<file path="src/core/elf_pkg.sv">
// constants for the encoder latch and fault status block
package elf_pkg;
	// ------------------------------------------------------------
	// clock and timing
	// ------------------------------------------------------------
	localparam int CLK_MHZ        = 250;                       // core clock rate
	localparam int FLASH_HALF_MS  = 250;                       // error led half period
	localparam int FLASH_HALF_CYC = FLASH_HALF_MS * CLK_MHZ * 1000;
	// ------------------------------------------------------------
	// pin vector positions
	// ------------------------------------------------------------
	localparam int PIN_CNT  = 6;
	localparam int PIN_A    = 0;                               // encoder track a
	localparam int PIN_B    = 1;                               // encoder track b
	localparam int PIN_ZERO = 2;                               // encoder zero mark
	localparam int PIN_GATE = 3;                               // latch/gate input
	localparam int PIN_IN1  = 4;                               // digital input one
	localparam int PIN_IN2  = 5;                               // digital input two
	// ------------------------------------------------------------
	// temperature thresholds in degrees celsius
	// ------------------------------------------------------------
	localparam logic [7:0] TEMP_WARN_SET = 8'h50;              // 80 C
	localparam logic [7:0] TEMP_WARN_CLR = 8'h3C;              // 60 C
	localparam logic [7:0] TEMP_SHUTDOWN = 8'h7D;              // 125 C
	// ------------------------------------------------------------
	// sizes and reset values
	// ------------------------------------------------------------
	localparam int PARAM_CNT  = 8;                             // motion parameter words
	localparam int PARAM_W    = 16;
	localparam int POS_W      = 32;
	localparam logic [6:0] USTEP_RST = 7'h01;                  // full step after reset
	localparam logic [6:0] USTEP_MAX = 7'h40;                  // 64 steps per quarter
endpackage

</file>
<file path="src/core/elf_encoder_latch_fault.sv">
// encoder evaluation, position latch array and fault status logic
`timescale 1ns/1ns
// Overview of operation
// [RULE1] count every edge of both encoder tracks
// [RULE2] latch on zero, gate, input one, two
// [RULE3] one latch, or array up to count
// [RULE4] per-source arm bits, fixed priority order
// [RULE5] armed then clear request zeroes position at next latch
// [RULE6] capture position, then raise latch valid
// [RULE7] readout shows low word, acknowledges it
// [RULE8] upper word only on separate register port
// [RULE9] next toggle advances, ack toggle follows
// [RULE10] dropping enable discards all stored latches
// [RULE11] per-input polarity, one means normally closed
// [RULE12] zero motion parameter raises config error
// [RULE13] range error too, self clearing, no general
// [RULE14] warning at 80, clears below 60
// [RULE15] hardware faults cut power, set error
// [RULE16] reinitialise when control supply returns
// [RULE17] acknowledge clears error once cause gone
// [RULE18] housing temperature readable on port
// [RULE19] above 125 shutdown and flash led
// [RULE20] microsteps: power of two, 1 to 64
// [RULE21] disabled latching clears valid and readout
module elf_encoder_latch_fault
	import elf_pkg::*;
#(
	parameter int LATCH_DEPTH = 8,                             // latch array entries
	parameter int FLASH_CYC   = FLASH_HALF_CYC                 // led half period in cycles
)(
	input  wire logic                         clk,
	input  wire logic                         sys_rst,
	input  wire logic [PIN_CNT-1:0]           pins,
	input  wire logic                         arm_zero_mark_latch,
	input  wire logic                         arm_input_one_latch,
	input  wire logic                         arm_input_two_latch,
	input  wire logic                         arm_gate_rise_latch,
	input  wire logic                         arm_gate_fall_latch,
	input  wire logic                         latch_readout_request,
	input  wire logic                         next_latch_toggle,
	input  wire logic                         clear_position_request,
	input  wire logic                         latch_clears_position_enable,
	input  wire logic                         latch_array_enable,
	input  wire logic [7:0]                   latch_count_setting,
	input  wire logic                         input_one_polarity,
	input  wire logic                         input_two_polarity,
	input  wire logic [PARAM_CNT*PARAM_W-1:0] motion_params,
	input  wire logic                         bad_configuration,
	input  wire logic [6:0]                   microstep_resolution,
	input  wire logic [7:0]                   temp_sensor,
	input  wire logic                         undervoltage_det,
	input  wire logic                         open_load_a_det,
	input  wire logic                         open_load_b_det,
	input  wire logic                         overcurrent_a_det,
	input  wire logic                         overcurrent_b_det,
	input  wire logic                         control_supply_ok,
	input  wire logic                         error_acknowledge,
	output logic [POS_W-1:0]                  position,
	output logic [15:0]                       input_process_word,
	output logic [15:0]                       latch_upper_word,
	output logic                              latch_valid_flag,
	output logic                              latch_readout_ack,
	output logic                              next_latch_ack,
	output logic [6:0]                        microstep_setting,
	output logic [7:0]                        housing_temperature,
	output logic                              config_error_flag,
	output logic                              temp_warning_flag,
	output logic                              overtemp_flag,
	output logic                              undervoltage_flag,
	output logic                              open_load_a_flag,
	output logic                              open_load_b_flag,
	output logic                              overcurrent_a_flag,
	output logic                              overcurrent_b_flag,
	output logic                              control_supply_lost_flag,
	output logic                              general_error_flag,
	output logic                              motor_power_enable,
	output logic                              error_b_led,
	output logic                              reinit_pulse
);
	// ------------------------------------------------------------
	// helpers
	// ------------------------------------------------------------
	localparam int IDX_W = $clog2(LATCH_DEPTH + 1);
	localparam logic [IDX_W-1:0] DEPTH_N = IDX_W'(LATCH_DEPTH);

	// a resolution is legal only as a single set bit up to 64
	function automatic logic ustep_ok(input logic [6:0] v);
		ustep_ok = (v != 7'h00) && ((v & (v - 7'h01)) == 7'h00) && (v <= USTEP_MAX);
	endfunction

	// ------------------------------------------------------------
	// pin synchronisers: three stages, change when 2nd and 3rd agree
	// ------------------------------------------------------------
	logic [PIN_CNT-1:0] sync1, sync2, sync3, filt;           // sync chain and filtered level
	logic [PIN_CNT-1:0] next_filt;

	// filtered level only moves when the last two stages agree
	always_comb begin
		for (int i = 0; i < PIN_CNT; i++) begin
			next_filt[i] = (sync2[i] == sync3[i]) ? sync3[i] : filt[i];
		end
	end

	always_ff @(posedge clk) begin
		if (sys_rst) begin
			sync1 <= '0;
			sync2 <= '0;
			sync3 <= '0;
			filt  <= '0;
		end else begin
			sync1 <= pins;
			sync2 <= sync1;
			sync3 <= sync2;
			filt  <= next_filt;
		end
	end

	// ------------------------------------------------------------
	// edge sources
	// ------------------------------------------------------------
	logic in1_lvl, in2_lvl, in1_old, in2_old;                // polarity corrected inputs
	logic zero_rise, gate_rise, gate_fall, in1_rise, in2_rise;
	logic latch_enable, latch_event;
	assign in1_lvl   = next_filt[PIN_IN1] ^ input_one_polarity;     // RULE11
	assign in2_lvl   = next_filt[PIN_IN2] ^ input_two_polarity;     // RULE11
	assign in1_old   = filt[PIN_IN1] ^ input_one_polarity;
	assign in2_old   = filt[PIN_IN2] ^ input_two_polarity;
	assign zero_rise = next_filt[PIN_ZERO] & ~filt[PIN_ZERO];       // RULE2
	assign gate_rise = next_filt[PIN_GATE] & ~filt[PIN_GATE];
	assign gate_fall = ~next_filt[PIN_GATE] & filt[PIN_GATE];
	assign in1_rise  = in1_lvl & ~in1_old;
	assign in2_rise  = in2_lvl & ~in2_old;
	assign latch_enable = arm_zero_mark_latch | arm_gate_rise_latch | arm_gate_fall_latch
		| arm_input_one_latch | arm_input_two_latch;

	// priority walk; simultaneous sources collapse into one capture
	always_comb begin
		if (arm_zero_mark_latch && zero_rise) begin             // RULE4
			latch_event = 1'b1;
		end else if (arm_gate_rise_latch && gate_rise) begin
			latch_event = 1'b1;
		end else if (arm_gate_fall_latch && gate_fall) begin
			latch_event = 1'b1;
		end else if (arm_input_one_latch && in1_rise) begin
			latch_event = 1'b1;
		end else begin
			latch_event = arm_input_two_latch & in2_rise;
		end
	end

	// ------------------------------------------------------------
	// quadrature position counter
	// ------------------------------------------------------------
	logic [POS_W-1:0] next_position;
	logic             clr_pending, next_clr_pending, clr_req_old;
	logic             a_chg, b_chg;
	assign a_chg = next_filt[PIN_A] ^ filt[PIN_A];
	assign b_chg = next_filt[PIN_B] ^ filt[PIN_B];

	// one step per track edge; a double change is a glitch and is dropped
	always_comb begin
		next_position    = position;
		next_clr_pending = clr_pending;
		if (a_chg ^ b_chg) begin                                // RULE1
			if (filt[PIN_A] ^ next_filt[PIN_B]) begin
				next_position = position + 32'h0000_0001;
			end else begin
				next_position = position - 32'h0000_0001;
			end
		end
		// clear request only counts after a source is armed
		if (latch_clears_position_enable && latch_enable && clear_position_request && !clr_req_old) begin
			next_clr_pending = 1'b1;                            // RULE5
		end
		if (!latch_enable || !latch_clears_position_enable) begin
			next_clr_pending = 1'b0;
		end else if (clr_pending && latch_event) begin
			next_position    = '0;                              // RULE5
			next_clr_pending = 1'b0;
		end
	end

	always_ff @(posedge clk) begin
		if (sys_rst) begin
			position    <= '0;
			clr_pending <= 1'b0;
			clr_req_old <= 1'b0;
		end else begin
			position    <= next_position;
			clr_pending <= next_clr_pending;
			clr_req_old <= clear_position_request;
		end
	end

	// ------------------------------------------------------------
	// latch array and readout
	// ------------------------------------------------------------
	logic [POS_W-1:0] store [LATCH_DEPTH];                   // captured positions
	logic [POS_W-1:0] next_store [LATCH_DEPTH];
	logic [IDX_W-1:0] fill, next_fill, rd_idx, next_rd_idx, target;
	logic             next_valid, next_ro_ack, next_nx_ack, nx_old;
	logic [15:0]      next_pword, next_upper;
	logic [POS_W-1:0] rd_word;

	// target entries: one by default, programmed count in array mode
	always_comb begin
		if (!latch_array_enable || latch_count_setting == 8'h00) begin
			target = IDX_W'(1);                                 // RULE3
		end else if ({24'h0, latch_count_setting} > LATCH_DEPTH) begin
			target = DEPTH_N;
		end else begin
			target = IDX_W'(latch_count_setting);
		end
	end
	assign rd_word = store[rd_idx[$clog2(LATCH_DEPTH)-1:0]];

	always_comb begin
		for (int i = 0; i < LATCH_DEPTH; i++) begin
			next_store[i] = store[i];
		end
		next_fill   = fill;
		next_rd_idx = rd_idx;
		next_valid  = latch_valid_flag;
		next_ro_ack = latch_readout_ack;
		next_nx_ack = next_latch_ack;
		next_pword  = input_process_word;
		next_upper  = latch_upper_word;
		// capture until the programmed number of entries is filled
		if (latch_event && fill < target) begin                 // RULE6
			next_store[fill[$clog2(LATCH_DEPTH)-1:0]] = position;
			next_fill = fill + IDX_W'(1);
			next_valid = (next_fill == target);                 // RULE6
		end
		// present the selected entry while readout is requested
		if (latch_readout_request && latch_valid_flag) begin
			next_ro_ack = 1'b1;                                 // RULE7
			next_pword  = rd_word[15:0];                        // RULE7
			next_upper  = rd_word[31:16];                       // RULE8
			if (next_latch_toggle != nx_old && rd_idx + IDX_W'(1) < fill) begin
				next_rd_idx = rd_idx + IDX_W'(1);               // RULE9
				next_nx_ack = ~next_latch_ack;                  // RULE9
			end
		end else begin
			next_ro_ack = 1'b0;
		end
		// dropping every arm bit throws the captures away
		if (!latch_enable) begin                                // RULE10
			next_fill   = '0;
			next_rd_idx = '0;
			next_valid  = 1'b0;                                 // RULE21
			next_ro_ack = 1'b0;                                 // RULE21
			next_nx_ack = next_latch_ack;                       // no ack for a discarded entry
		end
	end

	always_ff @(posedge clk) begin
		if (sys_rst) begin
			for (int i = 0; i < LATCH_DEPTH; i++) begin
				store[i] <= '0;
			end
			fill               <= '0;
			rd_idx             <= '0;
			latch_valid_flag   <= 1'b0;
			latch_readout_ack  <= 1'b0;
			next_latch_ack     <= 1'b0;
			nx_old             <= 1'b0;
			input_process_word <= '0;
			latch_upper_word   <= '0;
		end else begin
			store              <= next_store;
			fill               <= next_fill;
			rd_idx             <= next_rd_idx;
			latch_valid_flag   <= next_valid;
			latch_readout_ack  <= next_ro_ack;
			next_latch_ack     <= next_nx_ack;
			nx_old             <= next_latch_toggle;
			input_process_word <= next_pword;
			latch_upper_word   <= next_upper;
		end
	end

	// ------------------------------------------------------------
	// configuration, temperature and hardware faults
	// ------------------------------------------------------------
	logic       param_zero, next_cfg, next_warn, next_ot, next_gen, next_led, supply_old;
	logic [5:0] faults, flags, next_flags;                   // ot, uv, ola, olb, oca, ocb
	logic       next_lost;
	logic [6:0] next_ustep;
	logic [31:0] flash_cnt, next_flash_cnt;

	always_comb begin
		param_zero = 1'b0;
		for (int i = 0; i < PARAM_CNT; i++) begin
			param_zero = param_zero | (motion_params[i*PARAM_W +: PARAM_W] == 16'h0000);
		end
	end
	assign faults = {overcurrent_b_det, overcurrent_a_det, open_load_b_det, open_load_a_det,
		undervoltage_det, temp_sensor > TEMP_SHUTDOWN};
	assign flags  = {overcurrent_b_flag, overcurrent_a_flag, open_load_b_flag, open_load_a_flag,
		undervoltage_flag, overtemp_flag};

	always_comb begin
		// config error follows its causes and never touches the general error
		next_cfg   = param_zero | bad_configuration | !ustep_ok(microstep_resolution); // RULE12 RULE13
		next_ustep = ustep_ok(microstep_resolution) ? microstep_resolution : microstep_setting; // RULE20
		// hysteresis between the two thresholds
		if (temp_sensor >= TEMP_WARN_SET) begin
			next_warn = 1'b1;                                   // RULE14
		end else if (temp_sensor < TEMP_WARN_CLR) begin
			next_warn = 1'b0;                                   // RULE14
		end else begin
			next_warn = temp_warning_flag;
		end
		// sticky flags; a live cause wins over the acknowledge
		next_flags = flags;
		next_lost  = control_supply_lost_flag;
		next_gen   = general_error_flag;
		if (error_acknowledge) begin                            // RULE17
			next_flags = '0;
			next_lost  = 1'b0;
			next_gen   = 1'b0;
		end
		next_flags = next_flags | faults;                       // RULE15
		next_lost  = next_lost | !control_supply_ok;            // RULE15
		if (faults != 6'h00 || !control_supply_ok) begin
			next_gen = 1'b1;                                    // RULE15
		end
		// led blinks only while the shutdown temperature flag stands
		next_flash_cnt = flash_cnt + 32'h0000_0001;
		next_led       = error_b_led;
		if (!overtemp_flag) begin
			next_flash_cnt = '0;
			next_led       = 1'b0;
		end else if (flash_cnt >= 32'(FLASH_CYC - 1)) begin
			next_flash_cnt = '0;
			next_led       = ~error_b_led;                      // RULE19
		end
	end
	assign next_ot = next_flags[0];

	always_ff @(posedge clk) begin
		if (sys_rst) begin
			config_error_flag        <= 1'b0;
			microstep_setting        <= USTEP_RST;
			temp_warning_flag        <= 1'b0;
			{overcurrent_b_flag, overcurrent_a_flag, open_load_b_flag, open_load_a_flag,
				undervoltage_flag, overtemp_flag} <= '0;
			control_supply_lost_flag <= 1'b0;
			general_error_flag       <= 1'b0;
			motor_power_enable       <= 1'b0;
			housing_temperature      <= '0;
			flash_cnt                <= '0;
			error_b_led              <= 1'b0;
			supply_old               <= 1'b1;
			reinit_pulse             <= 1'b0;
		end else begin
			config_error_flag        <= next_cfg;
			microstep_setting        <= next_ustep;
			temp_warning_flag        <= next_warn;
			{overcurrent_b_flag, overcurrent_a_flag, open_load_b_flag, open_load_a_flag,
				undervoltage_flag, overtemp_flag} <= next_flags;
			control_supply_lost_flag <= next_lost;
			general_error_flag       <= next_gen;
			motor_power_enable       <= !next_gen && !next_ot;  // RULE15 RULE19
			housing_temperature      <= temp_sensor;            // RULE18
			flash_cnt                <= next_flash_cnt;
			error_b_led              <= next_led;
			supply_old               <= control_supply_ok;
			reinit_pulse             <= control_supply_ok && !supply_old; // RULE16
		end
	end
endmodule

</file>
<file path="config.mk">
export PLATFORM = sky130hd
export DESIGN_NAME = elf_encoder_latch_fault
export DESIGN_NICKNAME = d
export VERILOG_FILES = /design/src/core/elf_pkg.sv /design/src/core/elf_encoder_latch_fault.sv
export SDC_FILE = /design/constraint.sdc
export NUM_CORES = 1
export LEC_CHECK = 0
export BUFFER_PORTS_ARGS = -buffer_cell sky130_fd_sc_hd__buf_2
export CAP_MARGIN = 20
export CELL_PAD_IN_SITES_DETAIL_PLACEMENT = 1
export CELL_PAD_IN_SITES_GLOBAL_PLACEMENT = 2
export CORE_MARGIN = 4
export CORE_UTILIZATION = 37
export DETAILED_ROUTE_END_ITERATION = 10
export PLACE_DENSITY = 0.93
export SYNTH_ARGS = -nofsm -noshare
export SYNTH_HDL_FRONTEND = slang
export SYNTH_SLANG_ARGS = --single-unit
</file>
<file path="constraint.sdc">
create_clock -name clk -period 7.11 [get_ports clk]
set_input_delay 1.7775 -clock clk [delete_from_list [all_inputs] [get_ports clk]]
set_output_delay 1.7775 -clock clk [all_outputs]
set_load 0.01 [all_outputs]
</file>
# Yosys cells after proc, flatten, opt, wreduce, memory -nomap -nowiden

Cells that the tools add are included.

Register bits: 419
Word-level logic and storage cells: 182
Bits of input ports: 179

Reductions and logical operators: 47
Order comparisons: 11
Bitwise operators: 41
Muxes and demuxes: 29
Eq/ne operators: 8
$add $sub $neg: 6

Operator list:

| cell                                                                 | count |
|---|---|
| bitwise mux 256 bit                                                  | 1 |
| 2-to-1 mux 32 bit                                                    | 7 |
| zero test 16 bit                                                     | 8 |
| binary-select mux 32 bit (select 3 bit)                              | 1 |
| demux 32 bit (select 3 bit)                                          | 1 |
| adder 32 x 1 -> 32 bit (second input constant)                       | 2 |
| greater-or-equal comparator 32 x 26 -> 1 bit (second input constant) | 1 |
| subtractor 32 x 1 -> 32 bit (second input constant)                  | 1 |
| logical AND 1 bit                                                    | 16 |
| 2-to-1 mux 1 bit                                                     | 16 |
| OR 1 bit                                                             | 14 |
| zero test 1 bit                                                      | 9 |
| NOT 1 bit                                                            | 9 |
| adder 4 x 1 -> 4 bit (second input constant)                         | 2 |
| greater-or-equal comparator 4 bit (second input constant)            | 2 |
| greater-or-equal comparator 8 x 7 -> 1 bit (second input constant)   | 1 |
| > comparator 8 x 4 -> 1 bit (second input constant)                  | 1 |
| > comparator 8 x 7 -> 1 bit (second input constant)                  | 1 |
| zero test 8 bit                                                      | 1 |
| less-than comparator 4 bit                                           | 2 |
| less-than comparator 8 x 6 -> 1 bit (second input constant)          | 1 |
| 2-to-1 mux 4 bit                                                     | 2 |
| NOT 3 -> 4 bit                                                       | 2 |
| bitwise XOR 1 bit                                                    | 8 |
| 19 further kinds                                                     | 33 |

# Longest topological paths before layout

Depth after elaboration: 12
Gate-level depth with buffers: 16
Mapped depth without buffers: 12

# Worst setup path after synthesis

No wires, ideal clock.

Path type: input to register
Start: input port latch_count_setting[7]
End: register store[27] (netlist name)
Arrival: 4.421 ns
Path buffers: 3
Stages: 14
Slack: 2.557 ns
Setup time: 0.132 ns
Path through: or4_1 > nor2_1 > nand3_1 > ha_1 > nor2b_1 > o21ai_0 > nand2b_1 > a211oi_1 > clkbuf_1 > buf_2 > nand4_1 > clkbuf_1 > nand2_1 > a21oi_1

Cells in the longest elaborated chain, start to end: 5
Elaborated cells on any way between the ends: 7
Classes of those cells: order compare: 2; mux: 2; reduce/logical: 3

RTL lines:

| what                                                           | line                                                           | source |
|---|---|---|
| start: declaration                                             | elf_encoder_latch_fault.sv:44                                  | `input wire logic [7:0] latch_count_setting,` |
| > comparator 8 x 4 -> 1 bit or zero test 8 bit (tied branches) | elf_encoder_latch_fault.sv:209, elf_encoder_latch_fault.sv:207 |  |
| 2-to-1 mux 4 bit or logical OR 1 bit (tied branches)           | elf_encoder_latch_fault.sv:209, elf_encoder_latch_fault.sv:207 |  |
| 2-to-1 mux 4 bit *                                             | elf_encoder_latch_fault.sv:207                                 | `if (!latch_array_enable \|\| latch_count_setting == 8'h00) begin` |
| less-than comparator 4 bit *                                   | elf_encoder_latch_fault.sv:229                                 | `if (latch_event && fill < target) begin` |
| logical AND 1 bit *                                            | elf_encoder_latch_fault.sv:229                                 |  |
| end signal: assignment                                         | elf_encoder_latch_fault.sv:270                                 | `store <= next_store;` |
| end: declaration                                               | elf_encoder_latch_fault.sv:198                                 | `logic [POS_W-1:0] store [LATCH_DEPTH];` |

Every way passes the cells marked *; elsewhere a longest branch is shown, timed or not.
A chain may end at the register's enable or synchronous reset.

# Worst setup path after layout

Start: input port latch_count_setting[7]
End: register store[186] (netlist name)

The elaborated chain is that of the path after synthesis.

==> results.py <==
metrics = {
    "outcome": {
        "outcome": "complete, no violations",
    },
    "yosys": {
        "synth-simple-area-share_pct": 23.38,
        "synth.lib_cells_used.distinct": 72,
        "synth_xor_xnor_area_share_pct": 2.692,
        "muxShareOfSynthArea_pct": 11.88,
        "synth.ff_latch_count": 419,
        "synth-compound-area-share_pct": 12.39,
        "primary_ff_master_synth": "sky130_fd_sc_hd__dfxtp_1",
        "dominant_combinational_cell_family_by_area_after_synthesis": "simple AND/OR/NAND/NOR gates",
        "synthesized_instance_count": 2224,
        "edff_count_synth": 0,
        "part_of_the_yosys_area_used_for_sequential_elements_pct": 44.44,
        "async_flop_share_pct": 0,
        "syn_area_um2": 18870,
        "synthAdderAreaFrac_pct": 0.8552,
        "yosysWarningCount": 0,
        "synthesis.area_per_instance_um2": 8.486,
    },
    "cells_and_area": {
        "synthesis_to_finish_area_growth_pct": 17.91,
        "post-route-cell-area_um2": 22250,
        "final_net_count": 2579,
        "fill_cells": 5909,
        "drive_gt1_share_pct": 19.39,
        "final_cells": 3100,
    },
    "clock_network": {
        "tritoncts_clock_tree": "built",
        "post_cts_resize_count": 0,
        "postCtsSetupRepairBufs": 0,
        "latest_clock_arrival_within_the_worst_skew_pair_ps": 580,
        "cts.sinks": 419,
        "ctsLongestPathBuffers": 3,
        "clock_tree.root_cell": "sky130_fd_sc_hd__clkbuf_16",
        "number_of_buffers_created_by_cts": 47,
        "path_clk_slew_ps": 60,
        "cts-htree-levels": 2,
        "holdBufCountCts": 0,
    },
    "critical_path": {
        "timing.critical_path.fanout_max": 32,
        "largest_delay_share_family_worst_path": "simple AND/OR/NAND/NOR gates",
        "cp_data_required_time_ps": 7520,
        "worst-path-buf-inv": 2,
        "cp-start-kind": "primary input",
        "critical_path_cell_count": 13,
        "cp_cell_sequence": "buf_2, or4_1, nor2_1, nand3_1, ha_1, nor2b_1, o21ai_0, nand2b_1, a211oi_2, buf_4, nand3_2, nand2_1, a21oi_1",
        "worstPathArrival_ps": 5220,
        "timing.setup.critical_path_class": "in -> reg",
        "timing.critical_path.slowest_stage_cell": "sky130_fd_sc_hd__nand3_2",
        "end_kind": "flip-flop",
        "rr_worst_depth": 12,
        "setup.reg_to_reg.worst_slack_ps": 3160,
        "critical_path.max_stage_delay_ps": 730,
    },
    "place": {
        "dp_cells": 3010,
        "portBuffers": 273,
        "gp_congestion": 0.8385,
        "hpwl_um": 41710,
        "place_area_um2": 20590,
    },
    "global_route": {
        "antenna_found_initial": 6,
        "global_route.overflow_total": 0,
        "global_route_wire_length_before_repair_um": 98450,
        "grt_start_max_net_pins": 86,
        "grt_pass1_vias": 18130,
        "grt.total_usage_pct": 22.59,
    },
    "power": {
        "power.density_nw_per_um2": 234.8,
        "p_clk_share_pct": 49.0,
        "seq_power_share_pct": 45.9,
        "switching_power_mw": 1.179,
        "leakagePower_nw": 8.184,
        "pwr-share-comb_pct": 5.1,
        "internal_power_mw": 4.046,
        "worst_ir_drop_vdd_mv": 0.1543,
        "switching_share_pct": 22.56,
    },
    "drt": {
        "drt_wl_total_um": 64070,
        "met3_length_um": 3543,
        "met1_length_um": 26640,
        "drc": 0,
        "highest_metal_layer_with_signal_wires": "met4",
        "route.met2.wl_um": 32030,
        "drt-pass1-iter-count": 5,
        "drt_first_iter_violations": 1107,
        "vias_post_dr": 17240,
        "vias_per_instance": 5.560,
        "antenna_violation_net_count_after_detailed_routing": 0,
        "drt-wirelength-per-cell_um": 20.67,
    },
    "die": {
        "io_pins": 274,
        "die_area_um2": 54690,
        "start_util_pct": 37.54,
        "floorplan.rows": 82,
        "vertical_die_dimension_um": 233.9,
        "core-area_um2": 50270,
        "width_of_the_die_um": 233.9,
    },
    "sta": {
        "rsz_0062_raised_after_global_routing": "false",
        "worst_pin_slew_ps": 1129,
        "finalClockSkew_ps": 14.48,
        "max_freq_mhz": 207.8,
        "slew_violations": 0,
        "max_slew_margin_pct": 24.76,
        "fin_crit_sh_pct": 67.68,
        "totalNegativeSetupSlack_ps": 0,
        "finalSetupViolations": 0,
        "final-hold-violation-count": 0,
        "layout_min_cycle_time_ps": 4812,
    },
    "min_path": {
        "min_delay_path_depth": 1,
        "hp-class": "reg -> reg",
    },
    "flow_run": {
        "max_cap_viol_count": 0,
    },
}
path summary, 6_finish.rpt:
kind	from	to
worst min register to register	supply_old$_SDFF_PP1_	reinit_pulse$_SDFF_PP0_
worst max register to register	sync2[1]$_SDFF_PP0_	position[30]$_SDFF_PP0_
worst max-delay path	latch_count_setting[7]	store[186]$_SDFFE_PP0P_
worst min-delay path	supply_old$_SDFF_PP1_	reinit_pulse$_SDFF_PP0_
power groups by stage:
stage               combinational (mW)  clock [mW]  sequential [mW]
floorplan                        0.155           0             2.44
global placement                 0.256           0             2.45
detailed placement               0.263           0             2.45
CTS                              0.264        2.62             2.40
global route                     0.290        2.73             2.40
finish                           0.264        2.56             2.40
cell usage in the layout, fill, tap and decap left out, types with 13 or more instances in the layout:
cell | Yosys | routed
sky130_fd_sc_hd__nand3_1 | 35 | 34
sky130_fd_sc_hd__nor2_1 | 180 | 180
sky130_fd_sc_hd__a21oi_1 | 258 | 258
sky130_fd_sc_hd__o21ai_0 | 30 | 30
sky130_fd_sc_hd__nor2b_1 | 31 | 31
sky130_fd_sc_hd__or3_1 | 16 | 16
sky130_fd_sc_hd__nand4_1 | 36 | 36
sky130_fd_sc_hd__dfxtp_1 | 419 | 416
sky130_fd_sc_hd__clkbuf_8 | 0 | 16
sky130_fd_sc_hd__xnor2_1 | 31 | 31
sky130_fd_sc_hd__nor4_1 | 53 | 53
sky130_fd_sc_hd__xor2_1 | 27 | 26
sky130_fd_sc_hd__a211oi_1 | 38 | 37
sky130_fd_sc_hd__nand2_1 | 515 | 515
sky130_fd_sc_hd__mux4_2 | 64 | 64
sky130_fd_sc_hd__mux2i_1 | 80 | 80
sky130_fd_sc_hd__nor3_1 | 33 | 33
sky130_fd_sc_hd__clkbuf_16 | 0 | 49
sky130_fd_sc_hd__or4_1 | 13 | 13
sky130_fd_sc_hd__buf_4 | 1 | 23
sky130_fd_sc_hd__inv_1 | 19 | 19
sky130_fd_sc_hd__buf_2 | 31 | 272
layout make-up:
| class | instances | area [um^2] | share of cell area [%] |
|---|---|---|---|
| clock inverter | 14 | 182.7 | 0.8209 |
| timing repair buffer | 297 | 1554 | 6.983 |
| multi-input combinational | 1603 | 9727 | 43.71 |
| antenna | 4 | 10.01 | 0.04498 |
| inverter | 20 | 75.07 | 0.3374 |
| tap | 672 | 840.8 | 3.778 |
| sequential | 419 | 8394 | 37.72 |
| clock buffer | 71 | 1469 | 6.601 |
flip-flops by register name, summed over array words and instances, names as in the netlist, 4 cells and up:
signal,count
fill,4
filt,6
flash_cnt,32
housing_temperature,8
input_process_word,16
latch_upper_word,16
microstep_setting,7
position,32
rd_idx,4
store,256
sync1,6
sync2,6
sync3,6
cells by family after synthesis:
| logic type | count (synthesis) |
|---|---|
| AND/OR/NAND/NOR | 982 |
| flip-flops | 419 |
| AO/OA/AOI/OAI | 400 |
| buffers and inverters | 207 |
| multiplexers | 144 |
| XOR/XNOR | 58 |
| adder cells (fa/ha/maj) | 13 |
| other | 1 |
cells in the mapped netlist (all sizes together) (3+ instances only):
cell | n | area [um^2]
a2111oi | 3 | 27.53
a211o | 3 | 26.28
a211oi | 38 | 285.3
a21o | 7 | 52.55
a21oi | 259 | 1300
a221oi | 3 | 32.53
a31oi | 5 | 31.28
and2 | 5 | 31.28
and3 | 14 | 87.58
and3b | 3 | 26.28
and4 | 12 | 105.1
buf | 48 | 222.7
clkbuf | 139 | 521.8
dfxtp | 419 | 8388
ha | 12 | 150.1
inv | 19 | 71.32
mux2i | 80 | 800.8
mux4 | 64 | 1441
nand2 | 515 | 1933
nand2b | 11 | 68.82
nand3 | 35 | 175.2
nand4 | 36 | 225.2
nand4b | 4 | 35.03
nor2 | 180 | 675.7
nor2b | 31 | 193.9
nor3 | 33 | 165.2
nor3b | 7 | 52.55
nor4 | 53 | 331.6
o2111ai | 3 | 26.28
o211a | 3 | 30.03
o211ai | 5 | 37.54
o21ai | 31 | 155.1
o22ai | 5 | 31.28
o311ai | 3 | 26.28
o31ai | 7 | 52.55
or2 | 8 | 50.05
or3 | 16 | 100.1
or4 | 13 | 97.59
xnor2 | 31 | 271.5
xor2 | 27 | 236.5
through the flow:
step,util [%],hold slack [ps],setup slack (ps),power [mW]
floorplan,-,367.3,2557,2.591
global placement,40.95,382.7,1892,2.705
detailed placement,40.95,386.2,1750,2.713
CTS,44.23,406.3,2313,5.286
global route,44.26,418.1,2081,5.422
finish,44.26,404.9,2298,5.224
layer usage:
metal / GRT usage [%] / vias up
li1: - / 8075
met1: 27.15 / 8544
met2: 40.83 / 493
met3: 3.778 / 124
met4: 7.742 / 0
met5: 0 / -
(Power assumes the default switching activity.)
